[src/hdl/spi_chain_pkg.sv]
// package for the daisy-chain serial slave front end
// assumes a single system clock of 40 MHz; no register bus
package spi_chain_pkg;
  localparam int WORD_BITS = 16;
  localparam int GROUP_BITS = 8;
  localparam int CNT_BITS = 6;
  localparam logic [CNT_BITS-1:0] CNT_RST = 6'h00;
  localparam logic [CNT_BITS-1:0] CNT_MAX = 6'h3F;
  localparam logic [CNT_BITS-1:0] FIRST_WORD = 6'h10;
  localparam logic [2:0] GROUP_MASK = 3'h7;
  localparam logic [15:0] WORD_RST = 16'h0000;
  localparam int SYNC_STAGES = 2;
  localparam int BUF_DEPTH = 2;

  typedef struct packed {
    logic [7:0] command;
    logic [7:0] data;
  } frame_s;

  typedef enum logic [1:0] {
    LINK_IDLE,
    LINK_ACTIVE,
    LINK_MUTE
  } link_state_e;
endpackage : spi_chain_pkg

[src/hdl/daisy_chain_spi_slave.sv]
// serial slave front end with daisy-chain frame length check
// assumes link pins asynchronous to clk; serial clock at most 5 MHz
`timescale 1ns/10ps
module daisy_chain_spi_slave
  import spi_chain_pkg::*;
(
  // clock and reset
  input wire logic clk,
  input wire logic arst_n,
  // serial link
  input wire logic chip_select_n,
  input wire logic serial_clk,
  input wire logic serial_in,
  output logic serial_out,
  output logic serial_out_oe,
  // device side
  input wire logic sleep_mode,
  input wire frame_s response_word,
  input wire logic error_clear,
  output logic frame_length_error_flag,
  // received frames
  output logic frame_valid,
  input wire logic frame_ready,
  output frame_s frame_word
);
  logic [SYNC_STAGES-1:0] cs_sync_q;
  logic [SYNC_STAGES-1:0] sck_sync_q;
  logic [SYNC_STAGES-1:0] si_sync_q;
  logic cs_q;
  logic sck_q;
  logic cs_fall;
  logic cs_rise;
  logic sck_fall;
  logic sck_rise;
  link_state_e state_q;
  logic [15:0] shift_q;
  logic [CNT_BITS-1:0] cnt_q;
  logic so_q;
  logic oe_q;
  logic err_q;
  logic push_q;
  frame_s push_data_q;
  logic buf_ready;
  logic buf_valid;
  frame_s buf_data;
  logic valid_q;
  frame_s word_q;
  logic good_len;

  // ----------------------------------------------------------------
  // synchronisers and edge finding
  // ----------------------------------------------------------------
  // first stage feeds only the second stage; edges are found on stage two
  always_ff @(posedge clk or negedge arst_n) begin
    if (!arst_n) begin
      cs_sync_q <= 2'h3;
      sck_sync_q <= 2'h0;
      si_sync_q <= 2'h0;
      cs_q <= 1'b1;
      sck_q <= 1'b0;
    end else begin
      cs_sync_q <= {cs_sync_q[0], chip_select_n};
      sck_sync_q <= {sck_sync_q[0], serial_clk};
      si_sync_q <= {si_sync_q[0], serial_in};
      cs_q <= cs_sync_q[1];
      sck_q <= sck_sync_q[1];
    end
  end

  assign cs_fall = cs_q && !cs_sync_q[1];
  assign cs_rise = !cs_q && cs_sync_q[1];
  // clock edges count only while selected
  assign sck_fall = sck_q && !sck_sync_q[1] && (state_q == LINK_ACTIVE);
  assign sck_rise = !sck_q && sck_sync_q[1] && (state_q == LINK_ACTIVE);
  // 16 pulses, then whole groups of 8, up to 56 in all; the count stops at 63
  assign good_len = (cnt_q >= FIRST_WORD) && ((cnt_q[2:0] & GROUP_MASK) == 3'h0);

  // ----------------------------------------------------------------
  // access state
  // ----------------------------------------------------------------
  always_ff @(posedge clk or negedge arst_n) begin
    if (!arst_n) begin
      state_q <= LINK_IDLE;
    end else begin
      case (state_q)
        LINK_IDLE: begin
          if (cs_fall) begin
            state_q <= sleep_mode ? LINK_MUTE : LINK_ACTIVE;
          end
        end
        LINK_ACTIVE, LINK_MUTE: begin
          if (cs_rise) begin
            state_q <= LINK_IDLE;
          end
        end
        default: state_q <= LINK_IDLE;
      endcase
    end
  end

  // ----------------------------------------------------------------
  // shift register and pulse counter
  // ----------------------------------------------------------------
  always_ff @(posedge clk or negedge arst_n) begin
    if (!arst_n) begin
      shift_q <= WORD_RST;
      cnt_q <= CNT_RST;
    end else if (cs_fall) begin
      shift_q <= response_word;
      cnt_q <= CNT_RST;
    end else if (sck_fall) begin
      shift_q <= {shift_q[14:0], si_sync_q[1]};
      if (cnt_q != CNT_MAX) begin
        cnt_q <= cnt_q + 6'h01;
      end
    end
  end

  // ----------------------------------------------------------------
  // serial output
  // ----------------------------------------------------------------
  // the chain error bit comes out before the first rising edge
  always_ff @(posedge clk or negedge arst_n) begin
    if (!arst_n) begin
      so_q <= 1'b0;
      oe_q <= 1'b0;
    end else begin
      if (cs_fall && !sleep_mode) begin
        oe_q <= 1'b1;
        so_q <= err_q | si_sync_q[1];
      end else if (cs_rise || state_q != LINK_ACTIVE) begin
        oe_q <= 1'b0;
      end else if (sck_rise) begin
        so_q <= shift_q[15];
      end
    end
  end

  // ----------------------------------------------------------------
  // frame check and hand-off
  // ----------------------------------------------------------------
  always_ff @(posedge clk or negedge arst_n) begin
    if (!arst_n) begin
      err_q <= 1'b0;
    end else if (cs_rise && state_q == LINK_ACTIVE && !good_len) begin
      err_q <= 1'b1;
    end else if (error_clear) begin
      err_q <= 1'b0;
    end
  end

  // a full buffer drops the frame; limitation accepted, receiver drains fast
  always_ff @(posedge clk or negedge arst_n) begin
    if (!arst_n) begin
      push_q <= 1'b0;
      push_data_q <= WORD_RST;
    end else begin
      push_q <= cs_rise && state_q == LINK_ACTIVE && good_len;
      if (cs_rise) begin
        push_data_q <= shift_q;
      end
    end
  end

  frame_buffer u_buf (
    .clk(clk),
    .arst_n(arst_n),
    .in_valid(push_q),
    .in_ready(buf_ready),
    .in_data(push_data_q),
    .out_valid(buf_valid),
    .out_ready(!valid_q || frame_ready),
    .out_data(buf_data)
  );

  // output stage registered so outputs come from flops
  always_ff @(posedge clk or negedge arst_n) begin
    if (!arst_n) begin
      valid_q <= 1'b0;
      word_q <= WORD_RST;
    end else if (!valid_q || frame_ready) begin
      valid_q <= buf_valid;
      word_q <= buf_data;
    end
  end

  assign serial_out = so_q;
  assign serial_out_oe = oe_q;
  assign frame_length_error_flag = err_q;
  assign frame_valid = valid_q;
  assign frame_word = word_q;

  // ----------------------------------------------------------------
  // checks
  // ----------------------------------------------------------------
  AST_RELEASE_DESEL: assert property (@(posedge clk) disable iff (!arst_n)
    cs_rise |=> !serial_out_oe) else $error("data out not released on deselect");
  AST_SLEEP_MUTE: assert property (@(posedge clk) disable iff (!arst_n)
    (state_q == LINK_MUTE) |-> !serial_out_oe) else $error("data out driven in sleep");
  AST_COUNT_CLEAR: assert property (@(posedge clk) disable iff (!arst_n)
    cs_fall |=> (cnt_q == CNT_RST)) else $error("count not cleared");
  AST_BAD_LEN: assert property (@(posedge clk) disable iff (!arst_n)
    (cs_rise && state_q == LINK_ACTIVE && !good_len) |=> err_q && !push_q)
    else $error("bad frame not flagged");
  AST_GOOD_PUSH: assert property (@(posedge clk) disable iff (!arst_n)
    (cs_rise && state_q == LINK_ACTIVE && good_len) |=> push_q && push_data_q == $past(shift_q))
    else $error("good frame not passed on");
  AST_ERR_OUT: assert property (@(posedge clk) disable iff (!arst_n)
    (cs_fall && !sleep_mode && err_q) |=> serial_out && serial_out_oe)
    else $error("error bit not shown at select");
  AST_MSB_OUT: assert property (@(posedge clk) disable iff (!arst_n)
    (sck_rise && !cs_rise) |=> serial_out == $past(shift_q[15]))
    else $error("wrong bit shifted out");
  AST_SHIFT_IN: assert property (@(posedge clk) disable iff (!arst_n)
    (sck_fall && !cs_fall) |=> shift_q[0] == $past(si_sync_q[1]))
    else $error("bit not shifted in");
  // a full buffer only ever stands behind a stalled output stage
  AST_BUF_FULL: assert property (@(posedge clk) disable iff (!arst_n)
    (push_q && !buf_ready) |-> valid_q)
    else $error("frame dropped while output stage empty");
endmodule : daisy_chain_spi_slave

[src/hdl/frame_buffer.sv]
// two-entry buffer for received frames
// assumes producer and consumer share clk; ready/valid on both sides
`timescale 1ns/10ps
module frame_buffer
  import spi_chain_pkg::*;
(
  // clock and reset
  input wire logic clk,
  input wire logic arst_n,
  // fill side
  input wire logic in_valid,
  output logic in_ready,
  input wire frame_s in_data,
  // drain side
  output logic out_valid,
  input wire logic out_ready,
  output frame_s out_data
);
  frame_s mem_q [BUF_DEPTH];
  logic wr_q;
  logic rd_q;
  logic [1:0] count_q;
  logic push;
  logic pop;

  assign push = in_valid && in_ready;
  assign pop = out_valid && out_ready;
  assign in_ready = (count_q != 2'h2);
  assign out_valid = (count_q != 2'h0);
  assign out_data = mem_q[rd_q];

  always_ff @(posedge clk or negedge arst_n) begin
    if (!arst_n) begin
      wr_q <= 1'b0;
      rd_q <= 1'b0;
      count_q <= 2'h0;
    end else begin
      if (push) begin
        wr_q <= ~wr_q;
      end
      if (pop) begin
        rd_q <= ~rd_q;
      end
      count_q <= count_q + {1'b0, push} - {1'b0, pop};
    end
  end

  always_ff @(posedge clk) begin
    if (push) begin
      mem_q[wr_q] <= in_data;
    end
  end
endmodule : frame_buffer

[config.mk]
export PLATFORM = sky130hd
export DESIGN_NAME = daisy_chain_spi_slave
export DESIGN_NICKNAME = d
export VERILOG_FILES = /design/src/hdl/spi_chain_pkg.sv /design/src/hdl/daisy_chain_spi_slave.sv /design/src/hdl/frame_buffer.sv
export SDC_FILE = /design/constraint.sdc
export NUM_CORES = 1
export LEC_CHECK = 0
export CAP_MARGIN = 20
export CORE_AREA = 8 8 101 103
export CTS_BUF_LIST = sky130_fd_sc_hd__clkbuf_16
export CTS_CLUSTER_SIZE = 25
export DETAILED_ROUTE_END_ITERATION = 6
export DIE_AREA = 0 0 109 111
export DONT_BUFFER_PORTS = 1
export HOLD_SLACK_MARGIN = 0.1
export PLACE_DENSITY = 0.73
export REMOVE_ABC_BUFFERS = 1
export SLEW_MARGIN = 20
export SYNTH_ARGS = -nofsm -noshare
export SYNTH_HDL_FRONTEND = slang
export SYNTH_SLANG_ARGS = --single-unit
[constraint.sdc]
create_clock -name clk -period 1.98 [get_ports clk]
set_clock_uncertainty 0.05 [all_clocks]
set_input_delay 0.198 -clock clk [delete_from_list [all_inputs] [get_ports clk]]
set_output_delay 0.198 -clock clk [all_outputs]
set_load 0.05 [all_outputs]
---- Word-level counts from Yosys, hierarchy flattened ----
Memories as Yosys holds them, arrays and structs flattened. A register that Yosys moved wholly into a read port is not among the register bits.
Index checks and enable logic that the tools add are counted.
cells by class
  $add $sub $neg .......................... 3
  magnitude comparators ................... 1
  equality and inequality tests ........... 8
  mux-type cells .......................... 18
  bitwise operators ....................... 3
  reduce and logical (&&, ||, !) cells .... 35
operator list
  cell                   count
  $mux W16               2
  $mux W6                3
  $logic_and A1 B1 Y1    13
  $reduce_bool A2 Y1     6
  $mux W1                9
  $logic_not A1 Y1       8
  $ne A2 B2 Y1 const B   4
  $add A6 B1 Y6 const B  1
  $ge A6 B5 Y1 const B   1
  $mux W2                3
  $ne A6 B6 Y1 const B   1
  $reduce_and A2 Y1      3
  $pmux W2 S2            1
  $logic_not A3 Y1       1
  $add A2 B1 Y2          1
  $eq A2 B1 Y1 const B   1
  $eq A2 B2 Y1 const B   1
  $logic_not A2 Y1       1
  $logic_or A1 B1 Y1     2
  $ne A2 B1 Y1 const B   1
  $not A1 Y1             2
  $reduce_or A2 Y1       1
  $sub A2 B1 Y2          1
  $or A1 B1 Y1           1
storage, ports and cells
  bits in registers ....................... 57
  RAM bits ................................ 32
  input port bits ......................... 24
  output and inout port bits .............. 20
  logic and storage cells ................. 87
  memories ................................ 1
memories
  memory       depth  width  read ports  clocked after Yosys merged registers in  write ports  RTL line            source
  u_buf.mem_q  2      16     1           1                                        1            frame_buffer.sv:19  frame_s mem_q [BUF_DEPTH];

---- Logic depth before layout (Yosys ltp) ----
  depth in word-level cells ............... 6
  depth in mapped cells ................... 8
  gate-level depth less buffers ........... 7

---- Cells and area by module ----
From an unflattened synthesis, not the netlist that was laid out.
unflattened totals
  cells, all modules ...................... 342
  area, all modules ....................... 4285.4 um^2
modules (own cells, without submodules)
  module                 times used  cells each  area each (um^2)  sequential area each (um^2)
  daisy_chain_spi_slave  1           275         2922.8            1730.4
  frame_buffer           1           67          1362.6            1061.0

---- Worst setup path before layout ----
Ideal clock, no wire load.
  kind .................................... flip-flop to flip-flop
  from .................................... register valid_q, in the netlist frame_valid
  to ...................................... register u_buf.count_q[1]
  setup time .............................. 123 ps
  arrival ................................. 1788 ps
  path slack .............................. 20 ps
  stages on the path, launching flop included .. 9
  path buffers ............................ 1
  cells stage by stage .................... dfrtp_1 nor2b_1 buf_1 nor2_1 ha_1 inv_1 ha_1 xnor2_1 xnor2_1
between the ends
  word-level cells in the longest chain between the ends .. 4
ends and longest elaborated chain
  element                 RTL line                      source
  from (decl)             daisy_chain_spi_slave.sv:46   logic valid_q;
  from (signal assigned)  daisy_chain_spi_slave.sv:182  valid_q <= buf_valid;
  $logic_not A1 Y1        daisy_chain_spi_slave.sv:172  .out_ready(!valid_q || frame_ready),
  $logic_or A1 B1 Y1      daisy_chain_spi_slave.sv:172
  $logic_and A1 B1 Y1     frame_buffer.sv:27            assign pop = out_valid && out_ready;
  net u_buf.pop           frame_buffer.sv:24            logic pop;
  $sub A2 B1 Y2           frame_buffer.sv:44            count_q <= count_q + {1'b0, push} - {1'b0, pop};
  to (signal assigned)    frame_buffer.sv:44
  to (decl)               frame_buffer.sv:22            logic [1:0] count_q;
The timed path passes the listed nets, and every way through them passes these cells.
A chain may end at the register's enable or synchronous reset.

---- Final worst setup path ----
  from .................................... register state_q[1]
  to ...................................... register cnt_q[4]
between the ends
  word-level cells in the longest chain between the ends .. 4
ends and longest elaborated chain
  element                              RTL line                      source
  from (decl)                          daisy_chain_spi_slave.sv:35   link_state_e state_q;
  from (signal assigned)               daisy_chain_spi_slave.sv:88   state_q <= sleep_mode ? LINK_MUTE : LINK_ACTIVE;
  $eq A2 B1 Y1                         daisy_chain_spi_slave.sv:73   assign sck_fall = sck_q && !sck_sync_q[1] && (state_q == LINK_ACTIVE);
  $logic_and A1 B1 Y1                  daisy_chain_spi_slave.sv:73
  $reduce_bool A2 Y1 (no source line)  --
  $reduce_and A2 Y1 (no source line)   --
  to (signal assigned)                 daisy_chain_spi_slave.sv:114  cnt_q <= cnt_q + 6'h01;
  to (decl)                            daisy_chain_spi_slave.sv:37   logic [CNT_BITS-1:0] cnt_q;
No other way between the ends.

==> impl_metrics.sql <==
INSERT INTO impl_metrics (metric_group, metric, value, unit) VALUES
('grt', 'globalRoute.totalOverflow', '0', ''),
('route', 'drt_first_pass_iters', '4', ''),
('setup_path', 'worst_setup_path_end_kind', 'flop', ''),
('power_and_ir_drop', 'cellLeakagePower', '2.15', 'nW'),
('timing', 'post-route-period-util', '0.892', ''),
('route', 'wl', '7040', 'um'),
('route', 'dr.first_iter.drc_count', '129', ''),
('clock_tree', 'clock-sinks', '105', ''),
('floorplanning', 'num_rows', '34', ''),
('timing', 'max-slew-margin-rel', '0.659', ''),
('power_and_ir_drop', 'ir_drop', '422', 'uV'),
('clock_tree', 'root_buffer', 'sky130_fd_sc_hd__clkbuf_16', ''),
('synth', 'yosys_warnings', '0', ''),
('status', 'run_status', 'complete, no violations', ''),
('route', 'drc', '0', ''),
('setup_path', 'worst_ep_required_time', '2.18', 'ns'),
('grt', 'grt_antenna_before_repair', '0', ''),
('power_and_ir_drop', 'power_report.internal_total', '3.59', 'mW'),
('layout', 'fin_area', '4810', 'um2'),
('floorplanning', 'design.die.area', '12100', 'um2'),
('setup_path', 'worst_path_max_delay_cell', 'sky130_fd_sc_hd__and3b_2', ''),
('grt', 'grt_first_pass_wirelength', '12000', 'um'),
('setup_path', 'cp_top_family', 'simple AND/OR/NAND/NOR gates', ''),
('clock_tree', 'cts_buffers', '9', ''),
('grt', 'vias_in_the_first_global_route', '2534', ''),
('timing', 'fin_crit', '1.77', 'ns'),
('min_path', 'hold_path_class', 'in2reg', ''),
('timing', 'achievable_freq', '566', 'MHz'),
('power_and_ir_drop', 'switching_power', '1.29', 'mW'),
('layout', 'area_taken_by_multi_input_logic_gates', '1220', 'um2'),
('layout', 'sequential_cell_area', '2790', 'um2'),
('timing', 'report.final.setup_viol', '0', ''),
('placement', 'dpl_cell_area', '4280', 'um2'),
('clock_tree', 'htree_levels', '3', ''),
('timing', 'finalWorstSetupSlack', '0.213', 'ns'),
('synth', 'synth_cell_type_count', '39', ''),
('clock_tree', 'tritoncts', 'built', ''),
('layout', 'final_layout_size_suffix_gt1_frac', '0.0921', ''),
('placement', 'count_of_buffers_inserted_at_the_top_level_ports', '0', ''),
('synth', 'async_flop_share', '0.695', ''),
('route', 'route.vias.total', '2582', ''),
('placement', 'dp.final_hpwl', '4710', 'um'),
('power_and_ir_drop', 'pwr-share-clk', '0.345', ''),
('layout', 'final-instance-count-excl-fill', '499', ''),
('layout', 'num_antenna_cells', '0', ''),
('clock_tree', 'clock_path_buffers', '2', ''),
('route', 'detail_route.wl_per_cell', '14.1', 'um'),
('flow_run', 'max_cap_violations', '0', ''),
('setup_path', 'startpoint_to_endpoint_class_of_the_critical_path', 'reg2reg', ''),
('floorplanning', 'die_h', '111', 'um'),
('layout', 'nNetsFinal', '416', ''),
('synth', 'netlist_instances', '358', ''),
('route', 'routed_via_density', '5.17', ''),
('floorplanning', 'fp.coreArea', '8550', 'um2'),
('synth', 'post-synth-top-area-cell', 'sky130_fd_sc_hd__dfrtp_1', ''),
('synth', 'synth.top_cells.by_area', 'sky130_fd_sc_hd__dfrtp_1 42%, sky130_fd_sc_hd__edfxtp_1 23%, sky130_fd_sc_hd__nand2_1 9.4%', ''),
('setup_path', 'cp_data_arrival_time', '1.96', 'ns'),
('timing', 'slew_violations', '0', ''),
('placement', 'pre_cts_slack', '0.216', 'ns'),
('route', 'drtAntennaViolNets', '0', ''),
('clock_tree', 'post_cts_setup_buffer_count', '0', ''),
('floorplanning', 'die_w', '109', 'um'),
('power_and_ir_drop', 'powerDensity', '1010', 'nW/um2'),
('power_and_ir_drop', 'power.combinational.fraction', '0.104', ''),
('clock_tree', 'worstSkewPairLatency', '0.34', 'ns'),
('setup_path', 'worst_setup_path_start_kind', 'flop', ''),
('setup_path', 'crit_path_max_fanout', '21', ''),
('synth', 'dominantRegCellSynth', 'sky130_fd_sc_hd__dfrtp_1', ''),
('floorplanning', 'num_io_pins', '44', ''),
('synth', 'area_share_of_the_leading_cell_type_in_the_synthesized_netlist', '0.422', ''),
('power_and_ir_drop', 'switching_share', '0.264', '');
[metal layers]
layer | up-vias | global-route usage | wire length (um)
met4 | 0 | 0.0484 | 143
met3 | 13 | 0.0378 | 303
met2 | 39 | 0.195 | 3430
met5 | - | 0 | 0
li1 | 1270 | - | -
met1 | 1260 | 0.151 | 3160
[power by group through the flow]
| stage | clock network (mW) | logic (mW) | registers, mW |
|---|---|---|---|
| global placement | 0 | 0.416 | 2.71 |
| CTS | 1.71 | 0.519 | 2.68 |
| global route | 1.80 | 0.585 | 2.72 |
| detailed placement | 0 | 0.440 | 2.73 |
| floorplan | 0 | 0.315 | 2.71 |
| finish | 1.68 | 0.509 | 2.69 |
[registers in the layout (all words and copies together), names as in the netlist, 2 cells and up]
register,flops
shift_q,16
u_buf.count_q,2
state_q,2
sck_sync_q,2
si_sync_q,2
cs_sync_q,2
frame_word,16
push_data_q,16
u_buf.mem_q,32
cnt_q,6
[metrics by stage]
step	utilization	hold slack [ns]	setup TNS [ns]
global route	0.563	0.190	0
global placement	0.501	-0.145	0
CTS	0.563	0.149	0
detailed placement	0.501	-0.145	0
finish	0.563	0.163	0
floorplan	-	-0.148	-3.80
[logic make-up after synthesis]
| kind of cell | count (synthesis) | share of synthesized area |
|---|---|---|
| buffers and inverters | 30 | 0.0326 |
| AOI/OAI and AO/OA | 49 | 0.0769 |
| xor gates and xnor gates | 4 | 0.00845 |
| DFF | 105 | 0.673 |
| muxes | 19 | 0.0459 |
| adders and majority gates | 6 | 0.0181 |
| and+or+nand+nor | 145 | 0.145 |
[tightest hold or removal path, stage by stage]
cell                      delay (ns)
sky130_fd_sc_hd__nor2b_2        0.03
sky130_fd_sc_hd__nor2_1         0.19
sky130_fd_sc_hd__xor2_1         0.10
[repair_timing]
action,in CTS,in global routing
hold endpoints to repair,97,0
hold buffers,23,0
resized for setup,0,0
[cell usage after synthesis, drive strengths merged, types with 4 or more instances]
| library cell | count |
|---|---|
| a31oi | 19 |
| buf | 12 |
| clkbuf | 5 |
| dfrtp | 70 |
| edfxtp | 32 |
| ha | 6 |
| inv | 13 |
| mux2i | 19 |
| nand2 | 104 |
| nand2b | 4 |
| nor2 | 22 |
| nor2b | 5 |
| o21ai | 17 |
[worst paths after layout]
check	start	endpoint	slack (ns)	cells past startpoint
max in group asynchronous	arst_n	push_data_q[11]$_DFFE_PN0P_	1.24	2
min in group asynchronous	arst_n	serial_out$_DFFE_PN0P_	0.34	2
min reg2reg	si_sync_q[0]$_DFF_PN0_	si_sync_q[1]$_DFF_PN0_	0.30	0
max	state_q[1]$_DFFE_PN0P_	cnt_q[4]$_DFFE_PN0P_	0.21	5
max reg2reg	state_q[1]$_DFFE_PN0P_	cnt_q[4]$_DFFE_PN0P_	0.21	5
min	frame_ready	u_buf.rd_q$_DFFE_PN0P_	0.16	3
[placed cells by master, fill, tap and decap left out, types with 2 or more instances in the layout]
cell,n
sky130_fd_sc_hd__mux2i_1,19
sky130_fd_sc_hd__inv_1,13
sky130_fd_sc_hd__nand4_1,2
sky130_fd_sc_hd__a32o_1,2
sky130_fd_sc_hd__buf_4,11
sky130_fd_sc_hd__ha_1,6
sky130_fd_sc_hd__a22o_1,2
sky130_fd_sc_hd__inv_8,2
sky130_fd_sc_hd__xnor2_1,3
sky130_fd_sc_hd__nor2b_1,4
sky130_fd_sc_hd__dlygate4sd3_1,22
sky130_fd_sc_hd__clkbuf_16,9
sky130_fd_sc_hd__nand2_1,104
sky130_fd_sc_hd__edfxtp_1,32
sky130_fd_sc_hd__nand2b_1,4
sky130_fd_sc_hd__a31oi_1,19
sky130_fd_sc_hd__dfrtp_1,70
sky130_fd_sc_hd__dfstp_2,3
sky130_fd_sc_hd__nor2_1,22
sky130_fd_sc_hd__inv_6,2
sky130_fd_sc_hd__o21ai_0,17
[layout make-up]
| class | count | area share |
|---|---|---|
| clock inverters | 7 | 0.0127 |
| inverters | 13 | 0.0101 |
| multi-input cells | 223 | 0.254 |
| flip-flops and latches | 105 | 0.580 |
| well taps | 108 | 0.0281 |
| repair buffers | 34 | 0.0686 |
| clock buffers | 9 | 0.0468 |
(Power assumes the default switching activity.)
